File: config.mk
export PLATFORM = sky130hd
export DESIGN_NAME = srs_regs
export DESIGN_NICKNAME = d
export VERILOG_FILES = /design/src/core/srs_pkg.sv /design/src/core/srs_regs.sv
export VERILOG_INCLUDE_DIRS = /design/src /design/src/core
export SDC_FILE = /design/constraint.sdc
export NUM_CORES = 1
export LEC_CHECK = 0
export ABC_AREA = 1
export BUFFER_PORTS_ARGS = -buffer_cell sky130_fd_sc_hd__buf_2
export CORE_AREA = 2 2 122 77
export DETAILED_ROUTE_END_ITERATION = 6
export DIE_AREA = 0 0 124 79
export PLACE_DENSITY = 0.87
export RECOVER_POWER = 25
export SYNTH_ARGS = -nofsm -noshare
export SYNTH_HDL_FRONTEND = slang
export SYNTH_SLANG_ARGS = --single-unit
File: constraint.sdc
create_clock -name sys_clk_i -period 1.83 [get_ports sys_clk_i]
set_input_delay 0.2745 -clock sys_clk_i [delete_from_list [all_inputs] [get_ports sys_clk_i]]
set_output_delay 0.2745 -clock sys_clk_i [all_outputs]
set_load 0.02 [all_outputs]
File: src/core/srs_cfg.svh
// register map, field positions and reset values of the receiver status bank
// assumes 8-bit register addresses and 16-bit register words
`ifndef SRS_CFG_SVH
`define SRS_CFG_SVH
`define SRS_ADDR_SETTINGS 8'h30
`define SRS_ADDR_INTERP 8'h18
`define SRS_ADDR_LINK 8'h59
`define SRS_ADDR_LEFT_LOW 8'h5a
`define SRS_ADDR_LEFT_MID 8'h5b
`define SRS_ADDR_LEFT_HIGH 8'h5c
`define SRS_ADDR_RIGHT_LOW 8'h5d
`define SRS_ADDR_RIGHT_MID 8'h5e
`define SRS_ADDR_RIGHT_HIGH 8'h5f
`define SRS_BIT_COMBINE_PCM 3
`define SRS_BIT_AUTOMUTE_EN 2
`define SRS_BIT_MUTE_DONE 2
`define SRS_BIT_PREAMBLE 2
`define SRS_BIT_BIPHASE_ERR 1
`define SRS_BIT_LOCKED 0
`define SRS_COMBINE_PCM_RESET 1'b1
`define SRS_AUTOMUTE_EN_RESET 1'b1
`define SRS_CS_BITS 40
`endif

File: src/core/srs_pkg.sv
// types shared by the receiver status bank
// assumes the constants of srs_cfg.svh
package srs_pkg;
  typedef logic [15:0] srs_word_type;
  typedef logic [39:0] srs_cs_type;
endpackage

File: src/core/srs_regs.sv
// receiver control and read-out registers behind the control-bus register port
// assumes the control-bus decoder gives one-cycle write and read strobes with an address
`timescale 1ns/1ps
`include "srs_cfg.svh"

// How it works
// RQ1 - settings bit 3 set means the reported lock also needs pcm detected, clear means it does not.
// RQ2 - settings bit 2 set (default) mutes the output while burst preambles are seen.
// RQ3 - the host keeps settings bits 1 and 0 at zero on every write.
// RQ4 - interpolator status bit 2 reads 1 only once the mute sequence completed, 0 when unmuted.
// RQ5 - input status bit 2 reads 1 while burst preambles are detected.
// RQ6 - input status bit 1 reads 1 while bi-phase errors are detected.
// RQ7 - input status bit 0 reads 1 while the decoder is in lock.
// RQ8 - register 5a shows left status bits 15 to 0 at the same positions.
// RQ9 - register 5b shows left status bits 31 to 16 in register bits 15 to 0.
// RQ10 - register 5c shows left status bits 39 to 32 in bits 7 to 0 with zero above.
// RQ11 - register 5d shows right status bits 15 to 0 at the same positions.
// RQ12 - register 5e shows right status bits 31 to 16 in register bits 15 to 0.
// RQ13 - register 5f shows right status bits 39 to 32 in bits 7 to 0 with zero above.
// RQ14 - reads change nothing and reserved bits read as zero.
// RQ15 - status read-outs take only a complete error-free block as a whole.
module srs_regs
  import srs_pkg::*;
(
  input wire logic sys_clk_i,
  input wire logic rst_n_i,
  input wire logic wr_stb_i,
  input wire logic rd_stb_i,
  input wire logic [7:0] addr_i,
  input wire logic [15:0] wdata_i,
  output logic [15:0] rdata_o,
  output logic rvalid_o,
  input wire logic dec_locked_i,
  input wire logic pcm_detected_i,
  input wire logic preamble_seen_i,
  input wire logic biphase_err_i,
  input wire logic mute_done_i,
  input wire logic [39:0] left_cs_i,
  input wire logic [39:0] right_cs_i,
  input wire logic cs_block_valid_i,
  input wire logic cs_block_err_i,
  output logic preamble_automute_o,
  output logic decoder_locked_flag_o,
  output logic preamble_automute_enable_o
);

  // =========================================================
  // settings register
  logic combine_pcm_ff;
  logic preamble_automute_enable_ff;
  logic nxt_combine_pcm;
  logic nxt_preamble_automute_enable;

  // bits 1 and 0 are not stored: the host must write them zero, so they steer nothing
  always_comb
  begin
    nxt_combine_pcm = combine_pcm_ff;
    nxt_preamble_automute_enable = preamble_automute_enable_ff;
    if (wr_stb_i && addr_i == `SRS_ADDR_SETTINGS)
    begin
      nxt_combine_pcm = wdata_i[`SRS_BIT_COMBINE_PCM]; // RQ1
      nxt_preamble_automute_enable = wdata_i[`SRS_BIT_AUTOMUTE_EN]; // RQ2
    end
  end

  always_ff @(posedge sys_clk_i or negedge rst_n_i)
  begin
    if (!rst_n_i)
    begin
      combine_pcm_ff <= `SRS_COMBINE_PCM_RESET;
      preamble_automute_enable_ff <= `SRS_AUTOMUTE_EN_RESET;
    end
    else
    begin
      combine_pcm_ff <= nxt_combine_pcm;
      preamble_automute_enable_ff <= nxt_preamble_automute_enable;
    end
  end

  // =========================================================
  // live status flags, registered once so reads see a stable snapshot
  logic preamble_seen_flag_ff;
  logic biphase_err_ff;
  logic decoder_locked_flag_ff;
  logic mute_done_ff;
  logic nxt_preamble_seen_flag;
  logic nxt_biphase_err;
  logic nxt_decoder_locked_flag;
  logic nxt_mute_done;

  always_comb
  begin
    nxt_preamble_seen_flag = preamble_seen_i; // RQ5
    nxt_biphase_err = biphase_err_i; // RQ6
    // with pcm combined, a non-pcm stream reports out of lock
    nxt_decoder_locked_flag = dec_locked_i && (pcm_detected_i || !combine_pcm_ff); // RQ1 RQ7
    nxt_mute_done = mute_done_i; // RQ4
  end

  always_ff @(posedge sys_clk_i or negedge rst_n_i)
  begin
    if (!rst_n_i)
    begin
      preamble_seen_flag_ff <= 1'b0;
      biphase_err_ff <= 1'b0;
      decoder_locked_flag_ff <= 1'b0;
      mute_done_ff <= 1'b0;
    end
    else
    begin
      preamble_seen_flag_ff <= nxt_preamble_seen_flag;
      biphase_err_ff <= nxt_biphase_err;
      decoder_locked_flag_ff <= nxt_decoder_locked_flag;
      mute_done_ff <= nxt_mute_done;
    end
  end

  // auto mute request goes to the mute sequencer
  assign preamble_automute_o = preamble_automute_enable_ff && preamble_seen_flag_ff; // RQ2
  assign decoder_locked_flag_o = decoder_locked_flag_ff;
  assign preamble_automute_enable_o = preamble_automute_enable_ff;

  // =========================================================
  // channel status capture
  srs_cs_type left_cs_ff;
  srs_cs_type right_cs_ff;
  srs_cs_type nxt_left_cs;
  srs_cs_type nxt_right_cs;

  // both channels load together so a read never mixes two blocks
  always_comb
  begin
    nxt_left_cs = left_cs_ff;
    nxt_right_cs = right_cs_ff;
    if (cs_block_valid_i && !cs_block_err_i)
    begin
      nxt_left_cs = left_cs_i; // RQ15
      nxt_right_cs = right_cs_i; // RQ15
    end
  end

  always_ff @(posedge sys_clk_i or negedge rst_n_i)
  begin
    if (!rst_n_i)
    begin
      left_cs_ff <= '0;
      right_cs_ff <= '0;
    end
    else
    begin
      left_cs_ff <= nxt_left_cs;
      right_cs_ff <= nxt_right_cs;
    end
  end

  // =========================================================
  // read port: data one cycle after the strobe, reads have no side effect
  srs_word_type rdata_ff;
  logic rvalid_ff;
  srs_word_type nxt_rdata;
  logic nxt_rvalid;

  always_comb
  begin
    nxt_rdata = rdata_ff;
    nxt_rvalid = rd_stb_i;
    if (rd_stb_i)
    begin
      nxt_rdata = 16'h0000; // RQ14
      if (addr_i == `SRS_ADDR_INTERP)
        nxt_rdata[`SRS_BIT_MUTE_DONE] = mute_done_ff; // RQ4
      else if (addr_i == `SRS_ADDR_LINK)
      begin
        nxt_rdata[`SRS_BIT_PREAMBLE] = preamble_seen_flag_ff; // RQ5
        nxt_rdata[`SRS_BIT_BIPHASE_ERR] = biphase_err_ff; // RQ6
        nxt_rdata[`SRS_BIT_LOCKED] = decoder_locked_flag_ff; // RQ7
      end
      else if (addr_i == `SRS_ADDR_LEFT_LOW)
        nxt_rdata = left_cs_ff[15:0]; // RQ8
      else if (addr_i == `SRS_ADDR_LEFT_MID)
        nxt_rdata = left_cs_ff[31:16]; // RQ9
      else if (addr_i == `SRS_ADDR_LEFT_HIGH)
        nxt_rdata = {8'h00, left_cs_ff[39:32]}; // RQ10
      else if (addr_i == `SRS_ADDR_RIGHT_LOW)
        nxt_rdata = right_cs_ff[15:0]; // RQ11
      else if (addr_i == `SRS_ADDR_RIGHT_MID)
        nxt_rdata = right_cs_ff[31:16]; // RQ12
      else if (addr_i == `SRS_ADDR_RIGHT_HIGH)
        nxt_rdata = {8'h00, right_cs_ff[39:32]}; // RQ13
    end
  end

  always_ff @(posedge sys_clk_i or negedge rst_n_i)
  begin
    if (!rst_n_i)
    begin
      rdata_ff <= 16'h0000;
      rvalid_ff <= 1'b0;
    end
    else
    begin
      rdata_ff <= nxt_rdata;
      rvalid_ff <= nxt_rvalid;
    end
  end

  assign rdata_o = rdata_ff;
  assign rvalid_o = rvalid_ff;

  // =========================================================
  // checks
  a_lock_combine_pcm: assert property (@(posedge sys_clk_i) disable iff (!rst_n_i) // RQ1
    (combine_pcm_ff && !pcm_detected_i) |=> !decoder_locked_flag_ff)
    else $error("lock reported without pcm while combined");
  a_lock_follows: assert property (@(posedge sys_clk_i) disable iff (!rst_n_i) // RQ7
    (!combine_pcm_ff && dec_locked_i) |=> decoder_locked_flag_ff)
    else $error("lock flag missed decoder lock");
  a_automute_gate: assert property (@(posedge sys_clk_i) disable iff (!rst_n_i) // RQ2
    preamble_automute_o |-> (preamble_automute_enable_ff && $past(preamble_seen_i)))
    else $error("auto mute without enable or preamble");
  a_mute_readout: assert property (@(posedge sys_clk_i) disable iff (!rst_n_i) // RQ4
    (rd_stb_i && addr_i == `SRS_ADDR_INTERP) |=> rdata_o == {13'h0, $past(mute_done_ff), 2'h0})
    else $error("mute status read wrong");
  a_link_readout: assert property (@(posedge sys_clk_i) disable iff (!rst_n_i) // RQ5
    (rd_stb_i && addr_i == `SRS_ADDR_LINK) |=> (rdata_o[15:3] == 13'h0000
      && rdata_o[2] == $past(preamble_seen_flag_ff) && rdata_o[1] == $past(biphase_err_ff)))
    else $error("input status read wrong");
  a_err_flag: assert property (@(posedge sys_clk_i) disable iff (!rst_n_i) // RQ6
    biphase_err_i |=> biphase_err_ff)
    else $error("bi-phase error not flagged");
  a_left_high: assert property (@(posedge sys_clk_i) disable iff (!rst_n_i) // RQ10
    (rd_stb_i && addr_i == `SRS_ADDR_LEFT_HIGH) |=> rdata_o == {8'h00, $past(left_cs_ff[39:32])})
    else $error("left high read wrong");
  a_right_mid: assert property (@(posedge sys_clk_i) disable iff (!rst_n_i) // RQ12
    (rd_stb_i && addr_i == `SRS_ADDR_RIGHT_MID) |=> rdata_o == $past(right_cs_ff[31:16]))
    else $error("right mid read wrong");
  a_cs_hold: assert property (@(posedge sys_clk_i) disable iff (!rst_n_i) // RQ15
    (!cs_block_valid_i || cs_block_err_i) |=> $stable(left_cs_ff) && $stable(right_cs_ff))
    else $error("status changed without a clean block");
  a_read_valid: assert property (@(posedge sys_clk_i) disable iff (!rst_n_i) // RQ14
    rd_stb_i |=> rvalid_o ##1 (rvalid_o == $past(rd_stb_i)))
    else $error("read answer timing wrong");

  // flags take their input level one edge later
  a_mute_flag: assert property (@(posedge sys_clk_i) disable iff (!rst_n_i) // RQ4
    1'b1 |=> (mute_done_ff == $past(mute_done_i)))
    else $error("mute flag did not follow its input");
  a_preamble_flag: assert property (@(posedge sys_clk_i) disable iff (!rst_n_i) // RQ5
    1'b1 |=> (preamble_seen_flag_ff == $past(preamble_seen_i)))
    else $error("preamble flag did not follow its input");
  a_err_clear: assert property (@(posedge sys_clk_i) disable iff (!rst_n_i) // RQ6
    !biphase_err_i |=> !biphase_err_ff)
    else $error("bi-phase error flag stuck");
  a_lock_drop: assert property (@(posedge sys_clk_i) disable iff (!rst_n_i) // RQ7
    !dec_locked_i |=> !decoder_locked_flag_ff)
    else $error("lock reported while decoder out of lock");

  // read-out words, compared with the snapshot held at the strobe edge
  a_link_lock: assert property (@(posedge sys_clk_i) disable iff (!rst_n_i) // RQ7
    (rd_stb_i && addr_i == `SRS_ADDR_LINK) |=> rdata_o[0] == $past(decoder_locked_flag_ff))
    else $error("lock bit read wrong");
  a_left_low: assert property (@(posedge sys_clk_i) disable iff (!rst_n_i) // RQ8
    (rd_stb_i && addr_i == `SRS_ADDR_LEFT_LOW) |=> rdata_o == $past(left_cs_ff[15:0]))
    else $error("left low read wrong");
  a_left_mid: assert property (@(posedge sys_clk_i) disable iff (!rst_n_i) // RQ9
    (rd_stb_i && addr_i == `SRS_ADDR_LEFT_MID) |=> rdata_o == $past(left_cs_ff[31:16]))
    else $error("left mid read wrong");
  a_right_low: assert property (@(posedge sys_clk_i) disable iff (!rst_n_i) // RQ11
    (rd_stb_i && addr_i == `SRS_ADDR_RIGHT_LOW) |=> rdata_o == $past(right_cs_ff[15:0]))
    else $error("right low read wrong");
  a_right_high: assert property (@(posedge sys_clk_i) disable iff (!rst_n_i) // RQ13
    (rd_stb_i && addr_i == `SRS_ADDR_RIGHT_HIGH)
      |=> rdata_o == {8'h00, $past(right_cs_ff[39:32])})
    else $error("right high read wrong");

  // a read of any other address must come back as zero
  logic rd_addr_mapped;
  assign rd_addr_mapped = (addr_i == `SRS_ADDR_INTERP) || (addr_i == `SRS_ADDR_LINK)
    || ((addr_i >= `SRS_ADDR_LEFT_LOW) && (addr_i <= `SRS_ADDR_RIGHT_HIGH));
  a_unmapped_zero: assert property (@(posedge sys_clk_i) disable iff (!rst_n_i) // RQ14
    (rd_stb_i && !rd_addr_mapped) |=> rdata_o == 16'h0000)
    else $error("unmapped read not zero");
  a_read_idle: assert property (@(posedge sys_clk_i) disable iff (!rst_n_i) // RQ14
    !rd_stb_i |=> $stable(rdata_o))
    else $error("read data changed without a read");
  a_rvalid_idle: assert property (@(posedge sys_clk_i) disable iff (!rst_n_i) // RQ14
    !rd_stb_i |=> !rvalid_o)
    else $error("read answer without a read");

  // settings and capture
  a_settings_load: assert property (@(posedge sys_clk_i) disable iff (!rst_n_i) // RQ1
    (wr_stb_i && addr_i == `SRS_ADDR_SETTINGS)
      |=> (combine_pcm_ff == $past(wdata_i[`SRS_BIT_COMBINE_PCM]))
      && (preamble_automute_enable_ff == $past(wdata_i[`SRS_BIT_AUTOMUTE_EN])))
    else $error("settings write not taken");
  a_settings_keep: assert property (@(posedge sys_clk_i) disable iff (!rst_n_i) // RQ2
    (wr_stb_i && addr_i != `SRS_ADDR_SETTINGS)
      |=> $stable(combine_pcm_ff) && $stable(preamble_automute_enable_ff))
    else $error("settings changed by a write to another address");
  a_cs_load: assert property (@(posedge sys_clk_i) disable iff (!rst_n_i) // RQ15
    (cs_block_valid_i && !cs_block_err_i)
      |=> (left_cs_ff == $past(left_cs_i)) && (right_cs_ff == $past(right_cs_i)))
    else $error("clean status block not captured");

  // reset values are seen at the first edge after release, so no reset disable here
  a_reset_defaults: assert property (@(posedge sys_clk_i) // RQ1 RQ2
    $rose(rst_n_i) |-> (combine_pcm_ff && preamble_automute_enable_ff && !rvalid_o))
    else $error("settings not at their defaults after reset");

endmodule

Word-level counts from Yosys, hierarchy flattened
Cells that the tools add are included.
- flip-flop bits (word level): 103
- output and inout port bits: 20
- equality and inequality tests: 9
- muxes and demuxes: 11
- reductions and logical operators: 7
- operator list (cell ; count):
    two-way mux 16 bit ; 5
    == test 8 x 7 -> 1 bit (second input constant) ; 7
    two-way mux 13 bit ; 2
    == test 8 x 5 -> 1 bit (second input constant) ; 1
    == test 8 x 6 -> 1 bit (second input constant) ; 1
    two-way mux 8 bit ; 1
    logical AND 1 bit ; 4
    two-way mux 3 bit ; 1
    logical NOT 1 bit ; 2
    two-way mux 2 bit ; 1
    logical OR 1 bit ; 1
    two-way mux 1 bit ; 1

Longest topological paths before layout
Gate-level depths: netlist of the first run.
- depth after elaboration: 9
- depth in mapped cells: 12

Worst setup path before layout of the first run
No wires, ideal clock.
- kind: input to register
- start: input port addr_i[5]
- end: register rdata_ff[7], in the netlist rdata_o[7]
- arrival time: 1194 ps
- data required time: 1710 ps
- slack: 515 ps
- cell stages on the path: 11
- buffers on the path: 1
- cell sequence: inv_1 nand2_2 nor2_4 buf_8 nand2_4 nor2_4 inv_2 nand3_1 a21oi_1 o21ai_1 nand2_1
- cells in the longest elaborated chain, start to end: 9
- elaborated cells on any way between the ends: 16
- classes of those cells: 8 x eq/ne; 8 x mux
- RTL lines (element ; RTL line ; RTL):
    start: declaration ; srs_regs.sv:29 ; input wire logic [7:0] addr_i,
    == test 8 x 7 -> 1 bit (no source line) ; n/a ;
    two-way mux 8 bit ; srs_regs.sv:188 ; else if (addr_i == `SRS_ADDR_RIGHT_HIGH)
    two-way mux 16 bit ; srs_regs.sv:186 ; else if (addr_i == `SRS_ADDR_RIGHT_MID)
    two-way mux 16 bit ; srs_regs.sv:184 ; else if (addr_i == `SRS_ADDR_RIGHT_LOW)
    two-way mux 16 bit ; srs_regs.sv:182 ; else if (addr_i == `SRS_ADDR_LEFT_HIGH)
    two-way mux 16 bit ; srs_regs.sv:180 ; else if (addr_i == `SRS_ADDR_LEFT_MID)
    two-way mux 16 bit ; srs_regs.sv:178 ; else if (addr_i == `SRS_ADDR_LEFT_LOW)
    two-way mux 13 bit ; srs_regs.sv:172 ; else if (addr_i == `SRS_ADDR_LINK)
    two-way mux 13 bit (*) ; srs_regs.sv:170 ; if (addr_i == `SRS_ADDR_INTERP)
    end signal: assignment ; srs_regs.sv:202 ; rdata_ff <= nxt_rdata;
    end: declaration ; srs_regs.sv:158 ; srs_word_type rdata_ff;
Every way passes the cells marked *; elsewhere a longest branch is shown, timed or not.
A chain may end at the register's enable or synchronous reset.

Worst setup path after layout of the first run
- start: input port cs_block_err_i
- end: register left_cs_ff[28]
- cells in the longest elaborated chain, start to end: 2
- RTL lines (element ; RTL line ; RTL):
    start: declaration ; srs_regs.sv:41 ; input wire logic cs_block_err_i,
    logical NOT 1 bit ; srs_regs.sv:135 ; if (cs_block_valid_i && !cs_block_err_i)
    logical AND 1 bit ; srs_regs.sv:135 ;
    end signal: assignment ; srs_regs.sv:151 ; left_cs_ff <= nxt_left_cs;
    end: declaration ; srs_regs.sv:125 ; srs_cs_type left_cs_ff;
Every way passes these cells.

==> summary.md, run 1 <==
| Metric | Value |
|---|---|
| TritonCTS clock tree | done |
| Post-synthesis instance total | 499 |
| RSZ-0062 raised after global routing | false |
| Period utilization | 82.5% |
| Total gr overflow | 0 |
| Post-synthesis net count | slightly above 600 |
| Hold Crit Class | primary input to register |
| Leading area contributor after synthesis | sky130_fd_sc_hd__dfrtp_1 |
| Synthesized-area fraction occupied by xor and xnor cells | 0% |
| Post-detailed-route wirelength per cell | approximately 16 microns |
| Number of buffers inserted during clock tree synthesis | 9 |
| Number of nets with antenna violations after routing | 0 |
| Maximum number of pins on one net before global-route repair | 42 |
| Run status | finished clean |
| Share of cells above drive strength 1 | roughly 35% |
| Cell type of the slowest stage on the worst timing path | sky130_fd_sc_hd__nand2_1 |
| Worst slew pin tran | approximately 960 ps |
| Cell leakage power | between 3 and 4 nW |
| Detailed-router iteration count before antenna repair | 5 |
| Setup Total Neg Slack | 0 ps |
| H-Tree Level Count | 3 |
| Post-route standard cell area excluding fillers | 5820 sq um |
| Skew-Pair Late Insertion Delay | about 350 ps |
| Register bit total from synthesis | slightly above 100 |
| Power density of the placed cells | approximately 900 nW/um^2 |
| Final WL | 11,900 microns |
| Mean instance size in the synthesized netlist | around 9.5 sq um |
| Syn. warnings | 0 |
| Library cell used as clock root buffer | sky130_fd_sc_hd__clkbuf_16 |
| Synthesized-area fraction occupied by and/or/nand/nor cells | a little under a fifth |
| Max Buffers Root-to-Sink | 2 |
| Unique masters post-synth | 34 |
| Worst EP required | about 2100 ps |
| Startpoint kind of the worst setup timing path | primary input |
| # clock sinks | around 100 |
| Final setup fails | 0 |
| Hold Fails Final Rpt | 0 |
| Mux contribution to synthesized area | 12.4% |
| Wire length of the first global-routing pass | ~19,000 microns |
| Adder-cell area share of the yosys netlist | 0% |
| Series of cell instances along the critical path | buf_2 -> inv_1 -> nand2_1 -> buf_12 -> mux2_2 |
| Number of global-route vias before repair | approximately 3,800 |
| Final Wtd Congestion | 0.934 |
| Placement Rows | 27 |
| Post-synth design cell area | about 4700 sq um |
| Max frequency | 662 MHz |
| Leading cell types by total area after synthesis | sky130_fd_sc_hd__dfrtp_1 (53%), sky130_fd_sc_hd__mux2_2 (12%), sky130_fd_sc_hd__nand2_1 (9.1%), sky130_fd_sc_hd__inv_1 (4.1%), sky130_fd_sc_hd__a21oi_1 (3.9%) |
| Dominant combinational cell family by area after synthesis | simple AND/OR/NAND/NOR gates |
| Kind of cell adding the most delay to the critical path | simple AND/OR/NAND/NOR gates |
| Initial DRC count | around 400 |
| Via total after detailed routing | slightly below 4,000 |
| Number of filler instances in the final layout | 710 |
| Initial core utilization | approximately 54% |
| Die width | about 120 microns |
| DRC viols | 0 |
| Net count of the finished layout | ~740 |
| Vert. Die Dim | 79 microns |
| Floorplan core area | between 8000 and 9000 sq um |
| Number of top-level pins | between 100 and 150 |
| Crit path kind | primary input to register |
| Port bufs | 120 |
| Count of hold-fix buffers inserted at cts | 1 |
| Area of the die | 9800 sq um |
| Minimum period implied by the final worst setup slack | between 1500 and 2000 ps |
| Portion of the post-synthesis area used by sequential elements | between 50% and 60% |
| Post CTS Setup Buffer Count | 0 |
| Post-CTS Resized | 0 |
| Maximum fanout count along the critical path | 34 |
| Layout Skew | ~4.5 ps |
| Count of buffer and inverter cells on the critical path | 3 |
| Area share of the largest cell type after synthesis | around 53% |
| P&R area growth vs syn | 22.8% |
| Synth Area in Compound Gates | under 10% |
| Critical path endpoint category | register |
| Number of antenna violations at the first check in global routing | 0 |
| Final count of pins violating max slew | 0 |
| Instance area after placement | ~5500 sq um |
| Max-cap viol count | 0 |
| Detail-routed via count per cell | 5.30 |
| Antenna cell count | 0 |
| CTS clock-pin slew for the worst setup and hold paths | approximately 60 ps |
| Worst slew margin | 36.0% |
| Arrival time of data at the critical path endpoint | ~1700 ps |
| Final HPWL from detailed placement | between 9000 and 10,000 microns |
| Worst VDD drop | 0.544 mV |
| Overall Global Routing Usage | about a quarter |
| Longest individual stage delay on the worst path | 690 ps |
cells in the mapped netlist:
cell type and count:
sky130_fd_sc_hd__o21bai_1 1, sky130_fd_sc_hd__o21ai_1 7, sky130_fd_sc_hd__buf_6 2, sky130_fd_sc_hd__buf_1 3, sky130_fd_sc_hd__mux2_2 52, sky130_fd_sc_hd__clkbuf_1 5, sky130_fd_sc_hd__a21o_1 1, sky130_fd_sc_hd__dfrtp_1 101
sky130_fd_sc_hd__or2_0 3, sky130_fd_sc_hd__nor3_1 1, sky130_fd_sc_hd__nand3b_1 1, sky130_fd_sc_hd__nor2_1 46, sky130_fd_sc_hd__or2_2 2, sky130_fd_sc_hd__nor3b_1 1, sky130_fd_sc_hd__nand4_4 1, sky130_fd_sc_hd__buf_4 2
sky130_fd_sc_hd__o2111ai_1 4, sky130_fd_sc_hd__nand2_4 1, sky130_fd_sc_hd__nor2_4 4, sky130_fd_sc_hd__nand2_2 6, sky130_fd_sc_hd__o21ai_2 1, sky130_fd_sc_hd__o211ai_1 4, sky130_fd_sc_hd__buf_2 7, sky130_fd_sc_hd__nor2_2 2
sky130_fd_sc_hd__inv_1 52, sky130_fd_sc_hd__a21oi_1 37, sky130_fd_sc_hd__dfstp_2 2, sky130_fd_sc_hd__a21boi_0 1, sky130_fd_sc_hd__nand2_1 115, sky130_fd_sc_hd__nand4_1 2, sky130_fd_sc_hd__buf_8 1, sky130_fd_sc_hd__nand3_1 22
sky130_fd_sc_hd__inv_2 4, sky130_fd_sc_hd__o21ai_0 5
layer usage:
metal / share of wire (%) / wire length (microns) / global-route usage [%]
met4: 1.9 / 223 / 6.40
met5: 0 / 0 / 0
met2: 43 / 5090 / 38.1
met3: 9.8 / 1160 / 8.48
met1: 46 / 5420 / 36.9
cell type report:
cell class                      instances  area, sq um  area share, %
Sequential cell                       103         2580           44.3
Clock buffer                           14          264           4.54
Multi-Input combinational cell        320         1830           31.5
Clock inverter                          2         38.8          0.666
Timing Repair Buffer                  131          749           12.9
Inverter                               56          210           3.61
Tap cell                              116          145           2.49
final timing paths:
check	start	endpoint	slack [ps]	depth (start not counted)
min reg2reg	rdata_o[6]	rdata_o[6]	480	2
max in group asynchronous	rst_n_i	right_cs_ff[26]	750	3
min	preamble_seen_i	preamble_seen_flag_ff	30	1
min in group asynchronous	rst_n_i	left_cs_ff[11]	450	2
max reg2reg	right_cs_ff[17]	rdata_o[1]	710	8
max	cs_block_err_i	left_cs_ff[28]	320	5
through the flow:
stage          setup WS, ps  hold slack (ps)  std cells  power, mW  utilization (%)
2_1_floorplan           515            -21.1        499       3.02                -
3_3_place_gp            175              293        725       3.28             62.8
3_5_place_dp           72.4              309        725       3.34             62.8
4_1_cts                 415             28.3        742       5.27             66.4
5_1_grt                 217             26.5        742       5.46             66.3
6_report                320             34.6        742       5.24             66.3
placed cells by master (no fill, tap or decap), types with 4 or more instances in the layout:
cell type	instances
sky130_fd_sc_hd__clkbuf_16	9
sky130_fd_sc_hd__buf_12	5
sky130_fd_sc_hd__nand2_1	115
sky130_fd_sc_hd__o21ai_1	7
sky130_fd_sc_hd__o21ai_0	5
sky130_fd_sc_hd__o2111ai_1	4
sky130_fd_sc_hd__a21oi_1	37
sky130_fd_sc_hd__nor2_4	4
sky130_fd_sc_hd__nor2_1	46
sky130_fd_sc_hd__inv_2	4
sky130_fd_sc_hd__clkbuf_1	4
sky130_fd_sc_hd__nand3_1	22
sky130_fd_sc_hd__buf_4	6
sky130_fd_sc_hd__nand2_2	6
sky130_fd_sc_hd__mux2_2	52
sky130_fd_sc_hd__o211ai_1	4
sky130_fd_sc_hd__dfrtp_1	101
sky130_fd_sc_hd__buf_2	118
sky130_fd_sc_hd__inv_1	52
worst reg2reg max path, cell delays in order, from the launching register on:
cell	delay, ps
sky130_fd_sc_hd__dfrtp_1	370
sky130_fd_sc_hd__inv_1	80
sky130_fd_sc_hd__nand3_1	80
sky130_fd_sc_hd__nand2_1	100
sky130_fd_sc_hd__nand2_1	60
sky130_fd_sc_hd__nand2_1	90
sky130_fd_sc_hd__nand3_1	100
sky130_fd_sc_hd__nand2_1	80
sky130_fd_sc_hd__nand2_1	50
power by group:
group	switching (mW)	total [mW]	internal (mW)
combinational	0.327	0.635	0.308
clock	0.800	1.94	1.14
sequential	0.129	2.67	2.54
logic make-up (layout without fill, tap and decap cells):
family,count (synthesis),after routing
buffers and inverters,76,203
AOI/OAI and AO/OA,61,61
DFF,103,103
muxes,52,52
and+or+nand+nor,207,207
No activity file was read; power rests on OpenSTA's default activity.
==> inputs of run 2 (changes only) <==
--- a/config.mk
+++ b/config.mk
@@ -8,10 +8,10 @@
 export LEC_CHECK = 0
 export ABC_AREA = 1
 export BUFFER_PORTS_ARGS = -buffer_cell sky130_fd_sc_hd__buf_2
-export CORE_AREA = 2 2 122 77
+export CORE_AREA = 2 2 133 83
 export DETAILED_ROUTE_END_ITERATION = 6
-export DIE_AREA = 0 0 124 79
-export PLACE_DENSITY = 0.87
+export DIE_AREA = 0 0 135 85
+export PLACE_DENSITY = 0.78
 export RECOVER_POWER = 25
 export SYNTH_ARGS = -nofsm -noshare
 export SYNTH_HDL_FRONTEND = slang
==> constraint.sdc (replaced) <==
create_clock -name sys_clk_i -period 1.3 [get_ports sys_clk_i]
set_input_delay 0.195 -clock sys_clk_i [delete_from_list [all_inputs] [get_ports sys_clk_i]]
set_output_delay 0.195 -clock sys_clk_i [all_outputs]
set_load 0.02 [all_outputs]
==> summary.md, run 2 (synthesis results as in run 1) <==
| Metric | Value |
|---|---|
| Port bufs | 120 (unchanged) |
| Vert. Die Dim | 85 microns (+7.6%) |
| Cell type of the slowest stage on the worst timing path | sky130_fd_sc_hd__dfstp_2 |
| Post-detailed-route wirelength per cell | 15.8 microns (-1.5%) |
| Final setup fails | 1 (+1) |
| Total gr overflow | 0 (unchanged) |
| # clock sinks | 103 (unchanged) |
| Antenna cell count | 0 (unchanged) |
| Overall Global Routing Usage | 22.5% (-3.2 points) |
| Max Buffers Root-to-Sink | 2 (unchanged) |
| Detailed-router iteration count before antenna repair | 5 (unchanged) |
| Net switching power figure | 1.84 mW (+46%) |
| Total power after layout | 7.62 mW (+45%) |
| Area of the die | 11,500 sq um (+17%) |
| Skew-Pair Late Insertion Delay | 350 ps (about the same) |
| Number of buffers inserted during clock tree synthesis | 9 (unchanged) |
| Number of antenna violations at the first check in global routing | 0 (unchanged) |
| Placement Rows | 29 (+7.4%) |
| Final HPWL from detailed placement | 9760 microns (+7.0%) |
| Commonest non-fill, non-tap cell in the layout | sky130_fd_sc_hd__buf_2 |
| Max frequency | 763 MHz |
| Share of cells above drive strength 1 | 38.0% (+3.4 points) |
| Internal power consumption | 5.78 mW (+45%) |
| Worst EP required | 1110 ps (-950 ps) |
| Final count of pins violating max slew | 0 (unchanged) |
| Setup Total Neg Slack | -10.5 ps (-10.5 ps) |
| Final WL | 12,600 microns (+6.1%) |
| P&R area growth vs syn | 29.8% |
| Floorplan core area | 10,300 sq um (+17%) |
| Worst slew margin | 48.6% (+13 points) |
| DRC viols | 0 (unchanged) |
| Layout Skew | 10.4 ps (+5.86 ps) |
| Hold Fails Final Rpt | 0 (unchanged) |
| Initial DRC count | 308 (-23%) |
| TritonCTS clock tree | done |
| Post-route standard cell area excluding fillers | 6150 sq um (+5.7%) |
| Cell leakage power | 3.26 nW (+5.8%) |
| Post-layout worst setup margin | -10.5 ps (-330 ps) |
| Wire length of the first global-routing pass | 19,800 microns (+5.5%) |
| H-Tree Level Count | 3 (unchanged) |
| Crit path kind | register to primary output |
| Instance area after placement | 5780 sq um (+4.7%) |
| Number of filler instances in the final layout | 872 (+23%) |
| Number of top-level pins | 135 (unchanged) |
| Startpoint kind of the worst setup timing path | register |
| Series of cell instances along the critical path | nand2_1 -> inv_1 -> buf_6 |
| CTS clock-pin slew for the worst setup and hold paths | 70 ps (about the same) |
| Critical path endpoint category | primary output |
| RSZ-0062 raised after global routing | true |
| Most used cells in the layout excluding fill and tap cells | sky130_fd_sc_hd__buf_2 (116), sky130_fd_sc_hd__nand2_1 (114), sky130_fd_sc_hd__dfrtp_1 (101) |
| Minimum period implied by the final worst setup slack | between 1000 and 1500 ps |
| Kind of cell adding the most delay to the critical path | flip-flops |
| Clock share of power | 38.1% (+1.1 points) |
| Maximum number of pins on one net before global-route repair | 38 (-9.5%) |
| Via total after detailed routing | 4,013 (+2.0%) |
| Count of buffer and inverter cells on the critical path | 2 (-1) |
| Period utilization | 101% |
| Final Wtd Congestion | 0.947 (+1.4%) |
| Worst slew pin tran | 771 ps (-188 ps) |
| Number of global-route vias before repair | 3,913 (+3.8%) |
| Number of nets with antenna violations after routing | 0 (unchanged) |
| Worst hold slack | 73.2 ps (+38.6 ps) |
| Detail-routed via count per cell | 5.02 (-5.3%) |
| Net count of the finished layout | 770 (+4.6%) |
| Power density of the placed cells | 1240 nW/um^2 (+38%) |
| Worst VDD drop | 0.683 mV (+26%) |
| Initial core utilization | 46.0% (-8.0 points) |
| Library cell used as clock root buffer | sky130_fd_sc_hd__clkbuf_16 |
| Longest individual stage delay on the worst path | 540 ps (-150 ps) |
| Maximum fanout count along the critical path | 3 (-91%) |
| Arrival time of data at the critical path endpoint | 1120 ps (-620 ps) |
| Switching share of power | 24.1% (+0.15 points) |
| Max-cap viol count | 0 (unchanged) |
| Run status | complete, but fails checks |
| Violations in the final reports | negative setup slack |
| Gate power share | 12.4% (+0.3 points) |
| Hold Crit Class | primary input to register |
| Die width | 135 microns (+8.9%) |
| Power share of the sequential group | 49.4% (-1.5 points) |
==> run 2: worst paths after layout <==
path	depth (start not counted)	start	slack, ps	to
worst max-delay path	3	preamble_automute_enable_o	-10	preamble_automute_o
worst min-delay path	2	right_cs_i[3]	70	right_cs_ff[3]
worst max register to register	8	right_cs_ff[18]	120	rdata_o[2]
worst min register to register	2	rdata_o[9]	480	rdata_o[9]
max in group asynchronous	3	rst_n_i	120	right_cs_ff[32]
min in group asynchronous	2	rst_n_i	460	left_cs_ff[4]
==> run 2: timing repair <==
action                                  CTS  global route
endpoints found under the setup margin    1            10
gates resized for setup                   2             3
endpoints found under the hold margin    25             0
buffers inserted                          0             2
pin swaps                                 0             3
hold buffers                              4             0
==> run 2: area by class of cell <==
type | instances | area, sq um | share of cell area, %
repair buffers | 165 | 1020 | 16.5
clock inverters | 5 | 81.3 | 1.32
flip-flops and latches | 103 | 2580 | 41.9
well taps | 139 | 174 | 2.83
multi-input cells | 320 | 1850 | 30.0
inverters | 56 | 213 | 3.46
clock buffers | 11 | 243 | 3.94
==> run 2: power by group through the flow <==
stage          sequential, mW  combinational [mW]  clock (mW)
6_report                 3.77               0.948        2.91
5_1_grt                  3.80                1.05        3.09
4_1_cts                  3.76               0.956        2.95
3_5_place_dp             3.82               0.940           0
3_3_place_gp             3.81               0.899           0
2_1_floorplan            3.75               0.501           0
==> run 2: through the flow <==
| stage | util, % | setup slack, ps | instances |
|---|---|---|---|
| finish | 59.7 | -10.5 | 799 |
| detailed placement | 56.0 | -302 | 777 |
| global route | 59.7 | -49.2 | 799 |
| floorplan | - | 64.7 | 499 |
| CTS | 59.6 | -5.78 | 797 |
| global placement | 56.0 | -276 | 777 |
==> run 2: worst register-to-register path, cell delays in order, from the launching register on <==
cell and delay [ps]:
sky130_fd_sc_hd__dfrtp_1 420, sky130_fd_sc_hd__nand3_1 110, sky130_fd_sc_hd__nand2_1 50, sky130_fd_sc_hd__nor2_1 150, sky130_fd_sc_hd__nand2_1 100, sky130_fd_sc_hd__nand2_1 70
sky130_fd_sc_hd__nand3_1 70, sky130_fd_sc_hd__nand2_1 60, sky130_fd_sc_hd__inv_1 40
==> run 2: per-layer routing <==
layer  up-vias  routed length [microns]  GRT usage, %
li1       1914                        -             -
met1      1926                     6210          34.8
met5         -                        0             0
met4         0                      140          4.64
met2       159                     5200          32.0
met3        14                     1060          5.85
==> inputs of run 3 (changes only) <==
--- a/config.mk
+++ b/config.mk
@@ -6,12 +6,11 @@
 export SDC_FILE = /design/constraint.sdc
 export NUM_CORES = 1
 export LEC_CHECK = 0
-export ABC_AREA = 1
 export BUFFER_PORTS_ARGS = -buffer_cell sky130_fd_sc_hd__buf_2
-export CORE_AREA = 2 2 133 83
+export CORE_AREA = 2 2 131 82
 export DETAILED_ROUTE_END_ITERATION = 6
-export DIE_AREA = 0 0 135 85
-export PLACE_DENSITY = 0.78
+export DIE_AREA = 0 0 133 84
+export PLACE_DENSITY = 0.74
 export RECOVER_POWER = 25
 export SYNTH_ARGS = -nofsm -noshare
 export SYNTH_HDL_FRONTEND = slang
==> summary.md, run 3 <==
| Metric | Value |
|---|---|
| Run status | complete, but fails checks |
| Violations in the final reports | negative setup slack |
| Inst Count DP | 572 (-26%) |
| Number of global-route vias before repair | 3,232 (-17%) |
| Number of top-level pins | 135 (unchanged) |
| Crit path kind | register to register |
| Post-route standard cell area excluding fillers | 5850 sq um (-5.0%) |
| Setup slack, reg-to-reg | -20 ps (-140 ps) |
| Die width | 133 microns (-1.5%) |
| Number of antenna violations at the first check in global routing | 0 (unchanged) |
| Floorplan core area | 10,100 sq um (-1.8%) |
| Vert. Die Dim | 84 microns (-1.2%) |
| # clock sinks | 103 (unchanged) |
| Layout Skew | 5.99 ps (-4.39 ps) |
| Placement Rows | 29 (unchanged) |
| Total power after layout | 7.73 mW (+1.4%) |
| Cell depth of the worst min-delay path | 2 (unchanged) |
| Worst hold slack | 82.9 ps (+9.72 ps) |
| Unique masters post-synth | 39 (+15%) |
| Top post-synthesis cells by count | sky130_fd_sc_hd__dfrtp_1 (101), sky130_fd_sc_hd__mux2_2 (80), sky130_fd_sc_hd__clkbuf_1 (15), sky130_fd_sc_hd__mux2i_1 (10) |
| Post-synthesis net count | 422 (-31%) |
| Fin util | 57.8% (-1.9 points) |
| Initial core utilization | 44.2% (-1.8 points) |
| Post-synth design cell area | 4480 sq um (-5.5%) |
| Hold-critical path endpoint | left_cs_ff[12] |
| Max-cap viol count | 0 (unchanged) |
| Hold Crit Class | primary input to register |
| CTS clock-pin slew for the worst setup and hold paths | 70 ps (about the same) |
| Leading cell types by total area after synthesis | sky130_fd_sc_hd__dfrtp_1 (56%), sky130_fd_sc_hd__mux2_2 (20%), sky130_fd_sc_hd__mux4_2 (4.0%), sky130_fd_sc_hd__mux2i_1 (2.2%), sky130_fd_sc_hd__a22o_1 (1.6%) |
| Maximum number of pins on one net before global-route repair | 58 (+53%) |
| Synth async-reset ratio | 100% (unchanged) |
| Detail-routed via count per cell | 5.33 (+6.0%) |
| Max frequency | 755 MHz (-1.1%) |
| Initial DRC count | 189 (-39%) |
| Final setup fails | 3 (+2) |
| Via total after detailed routing | 3,153 (-21%) |
| Worst EP required | 1520 ps (+410 ps) |
| Endpoint of the worst register-to-register path | rdata_o[3] |
| Detailed-router iteration count before antenna repair | 4 (-1) |
| Number of enable flip-flop cells after synthesis | 0 (unchanged) |
| Final HPWL from detailed placement | 8170 microns (-16%) |
| Overall Global Routing Usage | 20.5% (-2.0 points) |
| Share of cells above drive strength 1 | 59.8% (+22 points) |
| Maximum fanout count along the critical path | 2 (-1) |
| Hold Fails Final Rpt | 0 (unchanged) |
| Number of cells on the worst reg-to-reg path | 3 (-5) |
| Startpoint kind of the worst setup timing path | register |
| Worst slew margin | 74.0% (+25 points) |
| Portion of the post-synthesis area used by sequential elements | 57.6% (+3.2 points) |
| Skew-Pair Late Insertion Delay | 340 ps (about the same) |
| Area of the die | 11,200 sq um (-2.6%) |
| Worst VDD drop | 0.770 mV (+13%) |
| Number of buffers inserted during clock tree synthesis | 9 (unchanged) |
| Post-detailed-route wirelength per cell | 18.3 microns (+16%) |
| Worst hold path startpoint | left_cs_i[12] |
| Worst Setup Slack post-DPL | -363 ps (-61.5 ps) |
| Post-synthesis instance total | 307 (-38%) |
| Cell leakage power | 2.70 nW (-17%) |
| Port bufs | 120 (unchanged) |
| Number of nets with antenna violations after routing | 0 (unchanged) |
| Power density of the placed cells | 1320 nW/um^2 (+6.7%) |
| DRC viols | 0 (unchanged) |
| Reg-to-reg critical path startpoint | right_cs_ff[35] |
| Total gr overflow | 0 (unchanged) |
| Syn. warnings | 0 (unchanged) |
| Antenna cell count | 0 (unchanged) |
| Minimum period implied by the final worst setup slack | 1320 ps (+14.0 ps) |
| Post-layout worst setup margin | -24.4 ps (-14.0 ps) |
| Area share of the largest cell type after synthesis | 56.4% (+3.1 points) |
| Final count of pins violating max slew | 0 (unchanged) |
| Post-route insts no fill | 592 (-26%) |
| Worst slew pin tran | 390 ps (-381 ps) |
| Synth Flop Type | sky130_fd_sc_hd__dfrtp_1 |
| RSZ-0062 raised after global routing | true |
| Leading area contributor after synthesis | sky130_fd_sc_hd__dfrtp_1 |
| P&R area growth vs syn | 30.6% |
| Mean instance size in the synthesized netlist | 14.6 sq um (+54%) |
| Library cell used as clock root buffer | sky130_fd_sc_hd__clkbuf_16 |
| Final WL | 10,800 microns (-14%) |
| TritonCTS clock tree | done |
| Final Wtd Congestion | 0.852 (-10%) |
| Setup Total Neg Slack | -47.6 ps (-37.1 ps) |
| Most frequent cell after synthesis | sky130_fd_sc_hd__dfrtp_1 |
| Period utilization | 102% (+1.1 points) |
| Instance area after placement | 5420 sq um (-6.2%) |
| Register bit total from synthesis | 103 (unchanged) |
| Most used cells in the layout excluding fill and tap cells | sky130_fd_sc_hd__buf_2 (117), sky130_fd_sc_hd__dfrtp_1 (101), sky130_fd_sc_hd__mux2_2 (80) |
| Max Buffers Root-to-Sink | 2 (unchanged) |
| Number of filler instances in the final layout | 826 (-5.3%) |
| Commonest non-fill, non-tap cell in the layout | sky130_fd_sc_hd__buf_2 |
| Critical path endpoint category | register |
| H-Tree Level Count | 3 (unchanged) |
| Arrival time of data at the critical path endpoint | 1540 ps (+420 ps) |
| Wire length of the first global-routing pass | 17,400 microns (-12%) |
| Net count of the finished layout | 563 (-27%) |
==> run 3: cell count changes after synthesis, moves of 7 or more <==
cell / delta
sky130_fd_sc_hd__nor2b_1: +7
sky130_fd_sc_hd__a2bb2oi_1: +8
sky130_fd_sc_hd__mux2i_1: +10
sky130_fd_sc_hd__clkbuf_1: +10
sky130_fd_sc_hd__o22ai_1: +8
sky130_fd_sc_hd__nand3_1: -21
sky130_fd_sc_hd__a21oi_1: -37
sky130_fd_sc_hd__nor2_1: -41
sky130_fd_sc_hd__nand2_1: -113
sky130_fd_sc_hd__mux4_2: +8
sky130_fd_sc_hd__a22oi_1: +8
sky130_fd_sc_hd__a22o_1: +8
sky130_fd_sc_hd__inv_1: -45
sky130_fd_sc_hd__mux2_2: +28
==> run 3: worst max path at each step <==
stage / start / cells past startpoint / end / slack [ps]
after floorplan: addr_i[0] / 4 / combine_pcm_ff / -130
after global placement: addr_i[0] / 5 / rdata_o[12] / -320
after detailed placement: addr_i[0] / 5 / rdata_o[13] / -360
after CTS: preamble_automute_enable_o / 2 / preamble_automute_o / -30
after global routing: right_cs_ff[37] / 3 / rdata_o[5] / -70
final: right_cs_ff[35] / 3 / rdata_o[3] / -20
==> run 3: where the power goes <==
part | switching (mW) | total (mW) | internal (mW)
sequential | 0.224 | 3.82 | 3.60
clock | 1.13 | 2.78 | 1.65
combinational | 0.474 | 1.13 | 0.652
==> run 3: repair_timing <==
item / in CTS / in global routing
setup buffers: 0 / 0
resized for setup: 7 / 8
hold buffers: 4 / 0
hold endpoints to repair: 104 / 0
pin swaps: 0 / 4
endpoints found under the setup margin: 5 / 19
==> run 3: layout make-up <==
| type | count | area, sq um | share of cell area, % |
|---|---|---|---|
| clock buffer | 12 | 267 | 4.56 |
| clock inverter | 4 | 51.3 | 0.877 |
| inverter | 7 | 26.3 | 0.449 |
| multi-input combinational | 178 | 1870 | 32.0 |
| sequential | 103 | 2580 | 44.1 |
| tap | 139 | 174 | 2.97 |
| timing repair buffer | 149 | 881 | 15.1 |
==> run 3: critical path: stages (launching register included) <==
cell and delay, ps:
sky130_fd_sc_hd__dfrtp_1 390, sky130_fd_sc_hd__mux4_2 540, sky130_fd_sc_hd__a2bb2oi_2 180, sky130_fd_sc_hd__o32ai_1 100
==> run 3: routing by layer <==
layer / share of wire (%) / routed length (microns) / GRT usage, %
met2: 42 / 4540 / 28.8
met1: 50 / 5440 / 31.5
met4: 1.0 / 112 / 4.30
met3: 6.7 / 730 / 5.83
met5: 0 / 0 / 0
==> run 3: cell families after synthesis <==
logic type             Yosys count  synth area share, %
buffers and inverters           26                 2.32
and+or+nand+nor                 31                 4.86
AOI/OAI and AO/OA               47                 8.18
muxes                          100                 27.0
DFF                            103                 57.6
